[src/srm_pkg.sv]
// Package for the system reset manager: register map, fields and timing counts.
package srm_pkg;

	// ------------------------------------------------------------
	// Clock and timing
	// ------------------------------------------------------------
	localparam int unsigned CLK_HZ       = 20000000;
	localparam int unsigned PULSE_MIN_US = 20;
	// Least pulse time in whole cycles; cycles per microsecond round down.
	localparam int unsigned PULSE_CYC    = (PULSE_MIN_US * (CLK_HZ / 1000000));
	localparam int unsigned PCNT_W       = 10;

	// ------------------------------------------------------------
	// Register offsets (byte addresses)
	// ------------------------------------------------------------
	localparam logic [7:0] OFF_CAUSE = 8'h00;
	localparam logic [7:0] OFF_BDCTL = 8'h04;
	localparam logic [7:0] OFF_IRQST = 8'h08;
	localparam logic [7:0] OFF_IRQMK = 8'h0c;
	localparam logic [7:0] OFF_STATE = 8'h10;

	// ------------------------------------------------------------
	// Cause flag positions
	// ------------------------------------------------------------
	localparam int unsigned C_PIN   = 0;
	localparam int unsigned C_WWD   = 1;
	localparam int unsigned C_IWD   = 2;
	localparam int unsigned C_SW    = 3;
	localparam int unsigned C_PWR   = 4;
	localparam int unsigned C_LPM   = 5;
	localparam int unsigned C_BKP   = 6;
	localparam int unsigned NCAUSE  = 7;
	localparam int unsigned BD_SWR  = 0;
	localparam int unsigned CLR_BIT = 31;

	localparam logic [NCAUSE-1:0] CAUSE_RST = 7'h00;

	// ------------------------------------------------------------
	// Types
	// ------------------------------------------------------------
	typedef enum logic [1:0] {
		ST_RUN   = 2'b00,
		ST_PULSE = 2'b01,
		ST_HOLD  = 2'b10
	} srm_state_t;

	typedef struct packed {
		logic window_watchdog;
		logic independent_watchdog;
		logic core_reset_request;
		logic standby_req;
		logic stop_req;
		logic reset_on_standby_opt;
		logic reset_on_stop_opt;
	} srm_req_t;

	typedef struct packed {
		logic power_on;
		logic power_down_detect;
		logic brownout_detect;
		logic standby_wake;
		logic supply_repower;
	} srm_pwr_t;

endpackage

[src/srm_sync.sv]
// Two-flop synchroniser for a vector of asynchronous levels.
`timescale 1ns/100ps
module srm_sync
	import srm_pkg::*;
#(
	parameter int unsigned W = 1,
	parameter logic [W-1:0] INIT = '0
)
(
	// Clock and reset
	input  wire logic         clk_i,
	input  wire logic         rst_b_i,
	// Levels
	input  wire logic [W-1:0] d_i,
	output logic      [W-1:0] q_o
);

	typedef struct packed {
		logic [W-1:0] s1;
		logic [W-1:0] s2;
	} srm_sync_t;

	srm_sync_t st_q;
	srm_sync_t st_d;

	// ------------------------------------------------------------
	// Logic
	// ------------------------------------------------------------
	// First stage is read only by the second stage.
	always_comb
	begin
		st_d    = st_q;
		st_d.s1 = d_i;
		st_d.s2 = st_q.s1;
	end

	// Both stages take the initial level under reset.
	always_ff @(posedge clk_i or negedge rst_b_i)
	begin
		if (!rst_b_i)
		begin
			st_q <= {INIT, INIT};
		end
		else
		begin
			st_q <= st_d;
		end
	end

	assign q_o = st_q.s2;

endmodule

[src/srm_top.sv]
// System reset manager: reset sources, pin pulse, cause flags and APB registers.
// Contract
// - Low reset pin starts a system reset.
// - Watchdogs, software, power, low-power start reset.
// - Record reset cause in status flags.
// - System reset keeps cause flags and backup.
// - Core reset request bit triggers software reset.
// - Stop or standby with option resets instead.
// - Reset pin held low throughout system reset.
// - Internal requests pulse pin low 20 us.
// - Power reset on power-on, power-down, brownout, wake.
// - Power reset clears all including cause flags; here only power-on clears, and only the cause flags.
// - Backup software bit triggers backup reset.
// - Supply repower after total loss resets backup.
// - Backup reset touches only backup registers.
//
// Design decisions made here: register access over APB and the register addresses.
`timescale 1ns/100ps
module srm_top
	import srm_pkg::*;
(
	// Clock and power reset
	input  wire logic        SYS_CLK_I,
	input  wire logic        RST_B_I,
	// Reset pin, three signals of an open-drain pin
	input  wire logic        EXT_RESET_PIN_N_I,
	output logic             EXT_RESET_PIN_N_O,
	output logic             EXT_RESET_PIN_N_OE_O,
	// Request sources
	input  wire srm_req_t    REQ_I,
	input  wire srm_pwr_t    PWR_I,
	// Reset scopes and low-power entry
	output logic             SYS_RESET_O,
	output logic             BKP_RESET_O,
	output logic             LP_ENTER_O,
	// APB slave
	input  wire logic        PSEL_I,
	input  wire logic        PENABLE_I,
	input  wire logic        PWRITE_I,
	input  wire logic [7:0]  PADDR_I,
	input  wire logic [31:0] PWDATA_I,
	output logic [31:0]      PRDATA_O,
	output logic             PREADY_O,
	output logic             PSLVERR_O,
	// Interrupt
	output logic             IRQ_O
);

	typedef struct packed {
		srm_state_t        state;
		logic [PCNT_W-1:0] cnt;
		logic [NCAUSE-1:0] cause;
		logic [NCAUSE-1:0] irq_st;
		logic [NCAUSE-1:0] irq_mk;
		logic              bd_swr;
		logic              pin_drv;
		logic              sys_rst;
		logic              bkp_rst;
		logic              lp_en;
		logic [31:0]       rdata;
		logic              ready;
		logic              slverr;
		logic              irq;
	} srm_st_t;

	srm_st_t st_q;
	srm_st_t st_d;

	// Synchronised copies of the pin and the asynchronous sources.
	logic              pin_s;
	srm_req_t          req_s;
	srm_pwr_t          pwr_s;

	// ------------------------------------------------------------
	// Input synchronisers
	// ------------------------------------------------------------
	// Pin idles high; requests and monitors idle low.
	srm_sync #(.W(1), .INIT(1'b1)) u_pin_sync (
		.clk_i   (SYS_CLK_I),
		.rst_b_i (RST_B_I),
		.d_i     (EXT_RESET_PIN_N_I),
		.q_o     (pin_s)
	);

	srm_sync #(.W($bits(srm_req_t)), .INIT('0)) u_req_sync (
		.clk_i   (SYS_CLK_I),
		.rst_b_i (RST_B_I),
		.d_i     (REQ_I),
		.q_o     (req_s)
	);

	srm_sync #(.W($bits(srm_pwr_t)), .INIT('0)) u_pwr_sync (
		.clk_i   (SYS_CLK_I),
		.rst_b_i (RST_B_I),
		.d_i     (PWR_I),
		.q_o     (pwr_s)
	);

	// ------------------------------------------------------------
	// Request decoding
	// ------------------------------------------------------------
	logic power_rst;
	logic lp_rst;
	logic lp_plain;
	logic [NCAUSE-1:0] int_src;
	logic apb_wr;
	logic bus_setup;

	// Power events; low-power requests with options set become resets.
	always_comb
	begin
		power_rst = pwr_s.power_on | pwr_s.power_down_detect
			| pwr_s.brownout_detect | pwr_s.standby_wake;
		lp_rst    = (req_s.standby_req & req_s.reset_on_standby_opt)
			| (req_s.stop_req & req_s.reset_on_stop_opt);
		lp_plain  = (req_s.standby_req | req_s.stop_req) & ~lp_rst;
		int_src          = '0;
		int_src[C_WWD]   = req_s.window_watchdog;
		int_src[C_IWD]   = req_s.independent_watchdog;
		int_src[C_SW]    = req_s.core_reset_request;
		int_src[C_PWR]   = power_rst;
		int_src[C_LPM]   = lp_rst;
		bus_setup = PSEL_I & ~PENABLE_I;
		apb_wr    = PSEL_I & PENABLE_I & st_q.ready & PWRITE_I;
	end

	// ------------------------------------------------------------
	// Next state
	// ------------------------------------------------------------
	// Sequencer, cause flags, backup reset and register access.
	always_comb
	begin
		logic [NCAUSE-1:0] ev;
		ev   = '0;
		st_d = st_q;
		st_d.ready  = 1'b0;
		st_d.slverr = 1'b0;
		unique case (st_q.state)
			ST_RUN:
			begin
				if (|int_src)
				begin
					// Internal request: drive the pin low and time the pulse.
					st_d.state   = ST_PULSE;
					st_d.cnt     = '0;
					st_d.pin_drv = 1'b1;
					st_d.sys_rst = 1'b1;
					ev           = int_src;
				end
				else if (!pin_s)
				begin
					// External requester pulls the pin itself.
					st_d.state   = ST_HOLD;
					st_d.sys_rst = 1'b1;
					ev[C_PIN]    = 1'b1;
				end
			end
			ST_PULSE:
			begin
				// Count out the least pulse length, longer while a source persists.
				if (st_q.cnt < PCNT_W'(PULSE_CYC - 1))
				begin
					st_d.cnt = st_q.cnt + PCNT_W'(1);
				end
				else if (!(|int_src))
				begin
					st_d.pin_drv = 1'b0;
					st_d.state   = ST_HOLD;
				end
			end
			ST_HOLD:
			begin
				// Release the reset on the clock once the pin reads high.
				if (pin_s)
				begin
					st_d.state   = ST_RUN;
					st_d.sys_rst = 1'b0;
				end
			end
			default:
			begin
				st_d.state = ST_RUN;
			end
		endcase

		// Backup reset from software bit or supply repower only.
		st_d.bkp_rst = st_q.bd_swr | pwr_s.supply_repower;
		if (st_d.bkp_rst)
		begin
			ev[C_BKP] = 1'b1;
		end
		st_d.lp_en = lp_plain & ~st_q.sys_rst;
		// The request bit lasts one cycle; a fresh write in that cycle wins.
		if (st_q.bd_swr)
		begin
			st_d.bd_swr = 1'b0;
		end

		// Software access: a cause write with bit 31 set clears all cause flags, interrupt flags write-one-to-clear, set wins over clear.
		if (apb_wr)
		begin
			unique case (PADDR_I)
				OFF_CAUSE:
				begin
					if (PWDATA_I[CLR_BIT])
					begin
						st_d.cause = '0;
					end
				end
				OFF_BDCTL: st_d.bd_swr = PWDATA_I[BD_SWR];
				OFF_IRQST: st_d.irq_st = st_q.irq_st & ~PWDATA_I[NCAUSE-1:0];
				OFF_IRQMK: st_d.irq_mk = PWDATA_I[NCAUSE-1:0];
				OFF_STATE: ;
				default:   ;
			endcase
		end
		// Cause flags survive system reset; power-on clears them and records itself.
		if (pwr_s.power_on)
		begin
			st_d.cause = '0;
			ev[C_PWR]  = 1'b1;
		end
		st_d.cause  = st_d.cause | ev;
		st_d.irq_st = st_d.irq_st | ev;
		st_d.irq    = |(st_d.irq_st & st_d.irq_mk);

		// Ready goes high in the cycle after setup.
		if (bus_setup)
		begin
			st_d.ready = 1'b1;
			st_d.rdata = '0;
			unique case (PADDR_I)
				OFF_CAUSE: st_d.rdata[NCAUSE-1:0] = st_q.cause;
				OFF_BDCTL: st_d.rdata[BD_SWR]     = st_q.bd_swr;
				OFF_IRQST: st_d.rdata[NCAUSE-1:0] = st_q.irq_st;
				OFF_IRQMK: st_d.rdata[NCAUSE-1:0] = st_q.irq_mk;
				OFF_STATE: st_d.rdata[4:0] = {st_q.bkp_rst, st_q.sys_rst, st_q.state, pin_s};
				default:
				begin
					// Unmapped: the error answer stands beside ready.
					st_d.slverr = 1'b1;
				end
			endcase
		end
	end

	// ------------------------------------------------------------
	// State register
	// ------------------------------------------------------------
	// RST_B_I is the power reset; everything takes its reset value.
	always_ff @(posedge SYS_CLK_I or negedge RST_B_I)
	begin
		if (!RST_B_I)
		begin
			st_q        <= '0;
			st_q.state  <= ST_RUN;
			st_q.cause  <= CAUSE_RST;
		end
		else
		begin
			st_q <= st_d;
		end
	end

	// ------------------------------------------------------------
	// Outputs
	// ------------------------------------------------------------
	assign EXT_RESET_PIN_N_O    = 1'b0;
	assign EXT_RESET_PIN_N_OE_O = st_q.pin_drv;
	assign SYS_RESET_O          = st_q.sys_rst;
	assign BKP_RESET_O          = st_q.bkp_rst;
	assign LP_ENTER_O           = st_q.lp_en;
	assign PRDATA_O             = st_q.rdata;
	assign PREADY_O             = st_q.ready;
	assign PSLVERR_O            = st_q.slverr;
	assign IRQ_O                = st_q.irq;
endmodule

[config.mk]
export PLATFORM = sky130hd
export DESIGN_NAME = srm_top
export DESIGN_NICKNAME = d
export VERILOG_FILES = /design/src/srm_pkg.sv /design/src/srm_sync.sv /design/src/srm_top.sv
export SDC_FILE = /design/constraint.sdc
export NUM_CORES = 1
export LEC_CHECK = 0
export BUFFER_PORTS_ARGS = -buffer_cell sky130_fd_sc_hd__buf_4
export CAP_MARGIN = 20
export CORE_ASPECT_RATIO = 1.1
export CORE_UTILIZATION = 42
export CTS_CLUSTER_SIZE = 20
export DETAILED_ROUTE_END_ITERATION = 16
export PLACE_DENSITY = 0.7
export SETUP_SLACK_MARGIN = 0.4
export SYNTH_ARGS = -nofsm -noshare
export SYNTH_HDL_FRONTEND = slang
export SYNTH_SLANG_ARGS = --single-unit
[constraint.sdc]
create_clock -name SYS_CLK_I -period 2.2 [get_ports SYS_CLK_I]
set_clock_uncertainty 0.15 [all_clocks]
set_input_delay 0.11 -clock SYS_CLK_I [delete_from_list [all_inputs] [get_ports SYS_CLK_I]]
set_output_delay 0.11 -clock SYS_CLK_I [all_outputs]
set_load 0.05 [all_outputs]
==> impl_metrics.env, run 1 <==
export IMPL_grt_util_met1_pct=22.9
export IMPL_syn_area_sq_um=3260
export IMPL_per_cell_via_count_in_the_routed_design=4.92
export IMPL_tritoncts="built"
export IMPL_syn_inst=285
export IMPL_port_buffers=47
export IMPL_diodes_inserted=0
export IMPL_clock_tree_root_cell="sky130_fd_sc_hd__clkbuf_8"
export IMPL_detail_route_iter0_violations=141
export IMPL_synth_seq_area_share_pct=56.9
export IMPL_die_boundary_height_um=94.4
export IMPL_floorplan_die_width_um=86.0
export IMPL_flow_area_growth_from_synthesis_pct=31.9
export IMPL_count_of_distinct_cell_types_in_the_synthesized_netlist=51
export IMPL_maxSlewHeadroom_pct=40.2
export IMPL_ratio_of_cells_with_drive_above_1_in_the_final_layout_pct=32.6
export IMPL_clk_insertion_delay_late_ns=0.34
export IMPL_clock_sinks=74
export IMPL_cts_buffers_inserted=9
export IMPL_run_status="finished clean"
export IMPL_yosys_register_bits=74
export IMPL_die_area_sq_um=8110
export IMPL_actual_slew_at_the_worst_max_slew_pin_ns=0.896
export IMPL_power_density_cell_area_nw_per_um2=758
export IMPL_met3_usage_pct=3.58
export IMPL_worst_hold_path_num_cells=3
export IMPL_adder_cell_share_of_the_synthesized_area_pct=0.384
export IMPL_synth_main_ff_cell="sky130_fd_sc_hd__dfrtp_1"
export IMPL_grt_first_pass_wirelength_mm=10.8
export IMPL_min_delay_path_class="primary input to flip-flop"
export IMPL_synthArstFlopShare_pct=100
export IMPL_clk_transition_reported_paths_ns=0.08
export IMPL_max_clock_freq_mhz=470
export IMPL_synth_enable_flop_cells=0
export IMPL_criticalPathCategory="flip-flop to flip-flop"
export IMPL_final_hold_viol_count=0
export IMPL_synth_top_cells_by_area="sky130_fd_sc_hd__dfrtp_1 55%, sky130_fd_sc_hd__buf_4 7.8%, sky130_fd_sc_hd__mux2_2 2.8%"
export IMPL_detail_route_first_pass_iterations=4
export IMPL_synthXorXnorAreaFrac_pct=0.807
export IMPL_routed_via_count=2372
export IMPL_grt_max_degree=75
export IMPL_leakage_power_total_nw=2.02
export IMPL_gpl_final_weighted_congestion=0.815
export IMPL_cp_data_arrival_time_ns=2.20
export IMPL_r2r_end="IRQ_O"
export IMPL_hold_path_end="PREADY_O"
export IMPL_grt_setup_unrepaired="true"
export IMPL_top_level_ports=98
export IMPL_synth_warning_count=0
export IMPL_antenna_found_initial=0
export IMPL_placeableCoreArea_sq_um=7470
export IMPL_routed_wl_mm=6.93
export IMPL_final_hold_worst_slack_ns=0.0695
export IMPL_final_min_period_over_clock_period_pct=96.8
export IMPL_synth_simple_gate_area_share_pct=15.1
export IMPL_routedWlPerCell_um=14.4
export IMPL_design_final_nets=431
export IMPL_grt_pass1_vias=2254
export IMPL_timing_critical_path_to_type="flip-flop"
export IMPL_synth_top_family_by_area="simple AND/OR/NAND/NOR gates"
export IMPL_max_vdd_ir_drop_mv=0.527
export IMPL_remaining_drc_errors=0
export IMPL_complex_gate_fraction_of_the_synthesized_area_pct=13.1
export IMPL_maxCapViolCount=0
export IMPL_timing_max_transition_violations_final=0
export IMPL_post_layout_utilization_of_the_core_pct=57.5
export IMPL_regToRegStartpoint="PREADY_O"
export IMPL_crit_fanout=7
export IMPL_setup_viol=0
export IMPL_final_min_clock_period_ns=2.13
export IMPL_initial_utilization_pct=43.6
export IMPL_grt_busiest_layer="met2"
export IMPL_postLayoutCellArea_sq_um=4300
export IMPL_post_dp_hpwl_mm=4.62
export IMPL_cts_htree_levels=3
export IMPL_clockBufferDepth=2
export IMPL_number_of_placement_rows=33
export IMPL_data_required_critical_path_ns=2.27
export IMPL_grtUsageTotal_pct=17.7
export IMPL_holdCritStartpoint="PSEL_I"
export IMPL_post_synthesis_area_per_instance_sq_um=11.4
export IMPL_grt_use_met2_pct=28.6
export IMPL_fraction_of_post_synthesis_cell_area_in_the_top_cell_type_by_area_pct=55.3
export IMPL_placed_area_sq_um=3650
export IMPL_gr_total_overflow=0
export IMPL_synth_area_leader_cell="sky130_fd_sc_hd__dfrtp_1"
export IMPL_timing_reg2reg_worst_path_depth=5
export IMPL_synth_mux_area_share_pct=3.69
export IMPL_ff2ff_setup_slack_ns=0.07
export IMPL_timing_critical_path_from_type="flip-flop"
export IMPL_detail_route_antenna_nets=0
[critical path, cell delays in order, from the launching register on]
cell and delay [ns]:
sky130_fd_sc_hd__dfrtp_2 0.36, sky130_fd_sc_hd__and4_4 0.25, sky130_fd_sc_hd__nand4_4 0.17, sky130_fd_sc_hd__mux2_4 0.36
sky130_fd_sc_hd__a22o_1 0.22, sky130_fd_sc_hd__or4b_1 0.49
[what timing repair did]
| item | 4_1_cts | 5_1_grt |
|---|---|---|
| hold endpoints to repair | 100 | 0 |
| pin swaps | 12 | 13 |
| setup buffers | 8 | 3 |
| endpoints found under the setup margin | 10 | 18 |
| cloned | 0 | 0 |
| hold buffers | 24 | 0 |
| gates resized for setup | 13 | 12 |
[metal layers]
layer	part of all wire (%)	wire length, um	vias to the layer above
met3	4.0	274	10
met1	44	3030	1166
li1	-	-	1127
met2	51	3510	69
met4	1.6	111	0
met5	0	0	-
[worst max-delay path by stage]
stage,start,end,slack [ns],depth (start not counted)
final,PREADY_O,IRQ_O,0.07,5
after global routing,PREADY_O,IRQ_O,0.02,5
after CTS,PREADY_O,IRQ_O,0.07,5
after detailed placement,PADDR_I[5],IRQ_O,-0.01,7
after global placement,PADDR_I[5],IRQ_O,0.01,7
after floorplan,PREADY_O,IRQ_O,-0.10,6
[cell families (layout without fill, tap and decap cells)]
family | after synthesis | in the layout
buffers and inverters | 49 | 116
multiplexers | 11 | 11
AO/OA/AOI/OAI | 58 | 58
flip-flops | 74 | 74
adder cells (fa/ha/maj) | 1 | 1
AND/OR/NAND/NOR | 88 | 88
other | 1 | 26
XOR/XNOR | 3 | 3
[per-stage QoR]
stage / setup WS (ns) / std cells / TNS [ns] / total power (W)
floorplan: -0.101 / 310 / -0.101 / 0.00190
global placement: 0.0110 / 431 / 0 / 0.00200
detailed placement: -0.0135 / 431 / -0.0135 / 0.00202
CTS: 0.0676 / 479 / 0 / 0.00321
global route: 0.0152 / 482 / 0 / 0.00341
finish: 0.0702 / 482 / 0 / 0.00326
[where the power goes]
group          switching (W)  internal, W  total [W]
Sequential         0.0000905      0.00145    0.00155
Clock               0.000505     0.000561    0.00107
Combinational       0.000345     0.000300   0.000645
Total               0.000941      0.00232    0.00326
[state kept, by name, summed over array words and instances (netlist names)]
name,flops
u_pwr_sync.st_d,5
u_pin_sync.q_o,1
PRDATA_O,7
u_req_sync.q_o,7
SYS_RESET_O,1
u_pin_sync.st_d,1
st_q,34
BKP_RESET_O,1
LP_ENTER_O,1
IRQ_O,1
PSLVERR_O,1
u_pwr_sync.q_o,5
PREADY_O,1
u_req_sync.st_d,7
EXT_RESET_PIN_N_OE_O,1
[area by class of cell]
cell class / count / area [sq um]
Timing Repair Buffer: 93 / 762
Tap cell: 105 / 131
Multi-Input combinational cell: 187 / 1320
Clock buffer: 11 / 141
Fill cell: 629 / 3180
Inverter: 7 / 26.3
Clock inverter: 5 / 62.6
Sequential cell: 74 / 1860
[layout by cell type (no fill, tap or decap), drive strengths merged, types with 5 or more instances in the layout]
| cell | instances |
|---|---|
| nand2 | 22 |
| inv | 8 |
| buf | 69 |
| o21ai | 7 |
| a22oi | 9 |
| a31oi | 6 |
| conb | 26 |
| and3 | 8 |
| a21oi | 9 |
| and2 | 6 |
| a22o | 9 |
| nand4 | 6 |
| clkbuf | 11 |
| a21o | 5 |
| dfrtp | 72 |
| nor2 | 18 |
| nor3 | 7 |
| dlygate4sd3 | 24 |
| mux2 | 8 |
[synth_stat cells, types with 3 or more instances]
cell                        n
sky130_fd_sc_hd__nand3_1    3
sky130_fd_sc_hd__a31oi_1    5
sky130_fd_sc_hd__dfrtp_1   72
sky130_fd_sc_hd__o21ai_0    7
sky130_fd_sc_hd__buf_4     34
sky130_fd_sc_hd__nor3_1     7
sky130_fd_sc_hd__a21oi_1    9
sky130_fd_sc_hd__a21o_1     5
sky130_fd_sc_hd__mux2i_1    3
sky130_fd_sc_hd__and2_1     5
sky130_fd_sc_hd__a22oi_1    9
sky130_fd_sc_hd__clkbuf_1   7
sky130_fd_sc_hd__nor2_1    18
sky130_fd_sc_hd__nand2_1   22
sky130_fd_sc_hd__nand4_1    5
sky130_fd_sc_hd__and3_1     7
sky130_fd_sc_hd__or3_1      3
sky130_fd_sc_hd__mux2_2     8
sky130_fd_sc_hd__or2_2      3
sky130_fd_sc_hd__a22o_1     9
sky130_fd_sc_hd__inv_1      7
Power figures use the tool's default switching activity.
==> run 2, diff against run 1 <==
PLACE_DENSITY = 0.67   (was 0.7)
clock period = 2.3 ns   (was 2.2 ns; I/O delays follow)
==> impl_metrics.env, run 2 (synthesized netlist as in run 1, its figures left out) <==
export IMPL_actual_slew_at_the_worst_max_slew_pin_ns=0.656
export IMPL_crit_fanout=7
export IMPL_die_area_sq_um=8110
export IMPL_clock_sinks=74
export IMPL_max_clock_freq_mhz=468
export IMPL_grt_max_degree=44
export IMPL_power_density_cell_area_nw_per_um2=746
export IMPL_gr_total_overflow=0
export IMPL_cts_htree_levels=3
export IMPL_final_cell_mix="70 x sky130_fd_sc_hd__dfrtp_1, 65 x sky130_fd_sc_hd__buf_4, 26 x sky130_fd_sc_hd__conb_1"
export IMPL_gpl_final_weighted_congestion=0.836
export IMPL_floorplan_die_width_um=86.0
export IMPL_placeableCoreArea_sq_um=7470
export IMPL_criticalPathCategory="flip-flop to flip-flop"
export IMPL_ratio_of_cells_with_drive_above_1_in_the_final_layout_pct=30.9
export IMPL_detail_route_first_pass_iterations=4
export IMPL_largest_register_ff_count=34
export IMPL_detail_route_antenna_nets=0
export IMPL_largest_reg_by_ff_count="st_q"
export IMPL_post_layout_utilization_of_the_core_pct=57.1
export IMPL_clk_insertion_delay_late_ns=0.35
export IMPL_run_status="finished clean"
export IMPL_total_placed_cells_including_tap_cells=429
export IMPL_per_cell_via_count_in_the_routed_design=4.90
export IMPL_antenna_found_initial=0
export IMPL_setup_viol=0
export IMPL_final_min_period_over_clock_period_pct=92.8
export IMPL_holdCritStartpoint="PADDR_I[6]"
export IMPL_clock_tree_root_cell="sky130_fd_sc_hd__clkbuf_8"
export IMPL_cts_buffers_inserted=9
export IMPL_routed_via_count=2353
export IMPL_mostFrequentLayoutCell="sky130_fd_sc_hd__dfrtp_1"
export IMPL_design_final_nets=429
export IMPL_data_required_critical_path_ns=2.36
export IMPL_die_boundary_height_um=94.4
export IMPL_worst_hold_path_num_cells=5
export IMPL_min_delay_path_class="primary input to flip-flop"
export IMPL_remaining_drc_errors=0
export IMPL_grt_first_pass_wirelength_mm=11.4
export IMPL_grt_pass1_vias=2380
export IMPL_flow_area_growth_from_synthesis_pct=30.9
export IMPL_r2r_end="IRQ_O"
export IMPL_max_vdd_ir_drop_mv=0.556
export IMPL_top_level_ports=98
export IMPL_initial_utilization_pct=43.6
export IMPL_regToRegStartpoint="PREADY_O"
export IMPL_cp_data_arrival_time_ns=2.20
export IMPL_port_buffers=47
export IMPL_multiInputGateArea_sq_um=1260
export IMPL_final_hold_viol_count=0
export IMPL_diodes_inserted=0
export IMPL_post_route_worst_setup_slack_ns=0.165
export IMPL_routed_wl_mm=6.89
export IMPL_routedWlPerCell_um=14.4
export IMPL_grtUsageTotal_pct=18.9
export IMPL_maxSlewHeadroom_pct=56.1
export IMPL_final_min_clock_period_ns=2.14
export IMPL_hold_path_end="st_q[39]"
export IMPL_timing_reg2reg_worst_path_depth=5
export IMPL_tritoncts="built"
export IMPL_fillerInstances=631
export IMPL_timing_max_transition_violations_final=0
export IMPL_timing_critical_path_to_type="flip-flop"
export IMPL_timing_critical_path_from_type="flip-flop"
export IMPL_clockBufferDepth=2
export IMPL_post_dp_hpwl_mm=4.69
export IMPL_final_instance_count_excl_fill=480
export IMPL_maxCapViolCount=0
export IMPL_seqCellArea_sq_um=1860
export IMPL_p_total_w=0.00318
export IMPL_clk_transition_reported_paths_ns=0.08
export IMPL_setup_tns_ns=0
export IMPL_detail_route_iter0_violations=112
export IMPL_place_ws_ns=0.0644
export IMPL_ff2ff_setup_slack_ns=0.16
export IMPL_number_of_placement_rows=33
export IMPL_leakage_power_total_nw=2.02
export IMPL_grt_setup_unrepaired="true"
-- run 2: cell types whose count changed in the layout (fill, tap and decap cells not counted), sizes merged --
cell and delta:
buf -3, bufinv +1, dlygate4sd3 +1, inv +2, clkbuf -1, clkinvlp -2
-- run 2: metrics by stage --
stage / hold WS (ns) / instance area (sq um)
2_1_floorplan: -0.331 / 3380
3_3_place_gp: -0.0123 / 3650
3_5_place_dp: -0.00602 / 3650
4_1_cts: 0.0477 / 4230
5_1_grt: 0.0774 / 4260
6_report: 0.0567 / 4260
-- run 2: worst max-delay path, stage by stage (launching register included) --
cell,delay [ns]
sky130_fd_sc_hd__dfrtp_2,0.36
sky130_fd_sc_hd__and4_4,0.24
sky130_fd_sc_hd__nand4_4,0.16
sky130_fd_sc_hd__mux2_2,0.35
sky130_fd_sc_hd__a22o_1,0.22
sky130_fd_sc_hd__or4b_1,0.53
-- run 2: cell type report --
type                    instances  area share, %
flip-flops and latches         74           43.5
multi-input cells             187           29.5
repair buffers                 91           17.8
clock buffers                  10           3.23
well taps                     105           3.08
clock inverters                 6           2.23
inverters                       7          0.616
-- run 2: what timing repair did --
| action | CTS | global route |
|---|---|---|
| pin swaps | 5 | 9 |
| buffers inserted | 9 | 1 |
| hold buffers | 25 | 0 |
| setup endpoints to repair | 5 | 10 |
| resized for setup | 6 | 8 |
| hold endpoints to repair | 71 | 0 |
-- run 2: worst max-delay path by stage --
stage,start,to,slack [ns],cells after the start
floorplan,PREADY_O,IRQ_O,-0.001,6
global placement,PADDR_I[5],IRQ_O,0.07,6
detailed placement,PADDR_I[5],IRQ_O,0.06,7
CTS,PREADY_O,IRQ_O,0.16,5
global route,PREADY_O,IRQ_O,0.09,5
finish,PREADY_O,IRQ_O,0.16,5
-- run 2: power by group --
group / total, W / leakage, nW / internal (W) / switching (W)
clock: 0.00116 / 0.118 / 0.000654 / 0.000504
combinational: 0.000553 / 1.00 / 0.000250 / 0.000303
sequential: 0.00147 / 0.898 / 0.00139 / 0.0000793
total: 0.00318 / 2.02 / 0.00230 / 0.000886
-- run 2: per-layer routing --
layer,routed length [um],vias up,GRT usage [%]
met2,3420,67,30.4
met1,3050,1142,24.2
met4,144,0,8.89
met3,277,14,4.20
met5,0,-,0
li1,-,1130,-
==> run 3, diff against run 2 <==
RECOVER_POWER = 100   (was default)
==> impl_metrics.env, run 3 (synthesized netlist as in run 1, its figures left out) <==
export IMPL_run_status="finished clean"
export IMPL_maxCapViolCount=0
export IMPL_mostFrequentLayoutCell="sky130_fd_sc_hd__dfrtp_1"
export IMPL_largest_register_ff_count=34
export IMPL_final_hold_viol_count=0
export IMPL_post_route_worst_setup_slack_ns=0.158
export IMPL_worstSetupStartpoint="PREADY_O"
export IMPL_ff2ff_setup_slack_ns=0.16
export IMPL_post_dp_hpwl_mm=4.69
export IMPL_remaining_drc_errors=0
export IMPL_max_clock_freq_mhz=467
export IMPL_timing_critical_path_to_type="flip-flop"
export IMPL_clk_transition_reported_paths_ns=0.08
export IMPL_ordered_cell_list_for_the_critical_path="and4_4 > nand4_4 > mux2_1 > a22o_1 > or4b_1"
export IMPL_routedWlPerCell_um=14.3
export IMPL_timing_critical_path_from_type="flip-flop"
export IMPL_gr_total_overflow=0
export IMPL_floorplan_die_width_um=86.0
export IMPL_ratio_of_cells_with_drive_above_1_in_the_final_layout_pct=22.7
export IMPL_max_vdd_ir_drop_mv=0.549
export IMPL_final_cell_mix="71 x sky130_fd_sc_hd__dfrtp_1, 26 x sky130_fd_sc_hd__conb_1, 26 x sky130_fd_sc_hd__buf_4"
export IMPL_cts_buffers_inserted=9
export IMPL_postLayoutCellArea_sq_um=4140
export IMPL_grt_first_pass_wirelength_mm=11.4
export IMPL_initial_utilization_pct=43.6
export IMPL_actual_slew_at_the_worst_max_slew_pin_ns=1.08
export IMPL_maxSlewHeadroom_pct=27.9
export IMPL_grt_setup_unrepaired="true"
export IMPL_die_area_sq_um=8110
export IMPL_clock_sinks=74
export IMPL_data_required_critical_path_ns=2.36
export IMPL_cp_data_arrival_time_ns=2.21
export IMPL_antenna_found_initial=0
export IMPL_power_density_cell_area_nw_per_um2=762
export IMPL_detail_route_first_pass_iterations=4
export IMPL_criticalPathCategory="flip-flop to flip-flop"
export IMPL_holdCritStartpoint="PADDR_I[4]"
export IMPL_final_instance_count_excl_fill=480
export IMPL_total_placed_cells_including_tap_cells=429
export IMPL_die_boundary_height_um=94.4
export IMPL_routed_via_count=2380
export IMPL_top_level_ports=98
export IMPL_final_min_period_over_clock_period_pct=93.1
export IMPL_port_buffers=47
export IMPL_grtUsageTotal_pct=18.9
export IMPL_flow_area_growth_from_synthesis_pct=27.0
export IMPL_clk_insertion_delay_late_ns=0.35
export IMPL_cpLargestDelayFamily="simple AND/OR/NAND/NOR gates"
export IMPL_largest_reg_by_ff_count="st_q"
export IMPL_tritoncts="built"
export IMPL_min_delay_path_class="primary input to flip-flop"
export IMPL_stages_on_the_worst_setup_path=5
export IMPL_gpl_final_weighted_congestion=0.836
export IMPL_detail_route_iter0_violations=105
export IMPL_timing_reg2reg_worst_path_depth=5
export IMPL_timing_max_transition_violations_final=0
export IMPL_place_ws_ns=0.0644
export IMPL_setup_viol=0
export IMPL_final_min_clock_period_ns=2.14
export IMPL_grt_max_degree=44
export IMPL_clockBufferDepth=2
export IMPL_routed_wl_mm=6.88
export IMPL_regToRegStartpoint="PREADY_O"
export IMPL_placeableCoreArea_sq_um=7470
export IMPL_design_final_nets=429
export IMPL_critical_path_max_stage_delay_ns=0.51
export IMPL_crit_fanout=7
export IMPL_worst_hold_path_num_cells=5
export IMPL_cp_num_buf_inv=0
export IMPL_leakage_power_total_nw=1.93
export IMPL_detail_route_antenna_nets=0
export IMPL_clock_tree_root_cell="sky130_fd_sc_hd__clkbuf_8"
export IMPL_grt_pass1_vias=2380
export IMPL_placed_area_sq_um=3650
export IMPL_per_cell_via_count_in_the_routed_design=4.96
export IMPL_number_of_placement_rows=33
export IMPL_fillerInstances=663
export IMPL_p_total_w=0.00315
export IMPL_crit_path_top_delay_cell="sky130_fd_sc_hd__or4b_1"
export IMPL_diodes_inserted=0
export IMPL_cts_htree_levels=3
==> run 3: cell types whose count changed in the layout (fill, tap and decap cells not counted), sizes merged <==
| cell | delta |
|---|---|
| buf | -38 |
| clkbuf | +38 |
==> run 3: through the flow <==
stage          hold WS (ns)  util, %  setup TNS (ns)
5_1_grt              0.0699     55.3               0
4_1_cts              0.0477     56.5               0
2_1_floorplan        -0.331        -        -0.00141
6_report             0.0424     55.3               0
3_5_place_dp       -0.00602     48.8               0
3_3_place_gp        -0.0123     48.8               0
==> run 3: worst min-delay path, cell delays in order <==
cell and delay, ns:
sky130_fd_sc_hd__buf_4 0.10, sky130_fd_sc_hd__nor4_4 0.05, sky130_fd_sc_hd__buf_1 0.10, sky130_fd_sc_hd__nand2_1 0.08, sky130_fd_sc_hd__nor2_1 0.05
==> run 3: where the power goes <==
group          total, W  internal [W]  switching (W)  leakage, nW
Combinational  0.000520      0.000221       0.000298        0.911
Sequential      0.00147       0.00139      0.0000780        0.898
Clock           0.00116      0.000654       0.000507        0.118
Total           0.00315       0.00227       0.000884         1.93
==> run 3: timing repair <==
action                                  in CTS  in global routing
gates cloned                                 0                  0
endpoints found under the hold margin       71                  0
hold buffers                                25                  0
pin swaps                                    5                  9
endpoints found under the setup margin       5                 10
buffers inserted                             9                  1
gates resized for setup                      6                  8
==> run 3: cell type report <==
type	instances	area, sq um	area share, %
flip-flops and latches	74	1860	44.9
inverters	7	26.3	0.635
multi-input cells	187	1210	29.3
clock inverters	6	95.1	2.30
clock buffers	10	138	3.33
well taps	105	131	3.18
repair buffers	91	677	16.4
==> run 3: routing by layer <==
layer | up-vias | share of wire [%] | GRT usage [%]
met5 | - | 0 | 0
met4 | 0 | 1.9 | 8.89
met3 | 12 | 4.2 | 4.20
met2 | 67 | 49 | 30.4
met1 | 1167 | 45 | 24.2
li1 | 1134 | - | -
==> run 3: final timing paths <==
| check | to |
|---|---|
| setup / recovery | IRQ_O |
| hold / removal | st_q[39] |
| setup reg to reg | IRQ_O |
| hold reg to reg | u_pwr_sync.q_o[2] |
| max in group asynchronous | u_pin_sync.q_o |
| min in group asynchronous | u_req_sync.st_d[3] |
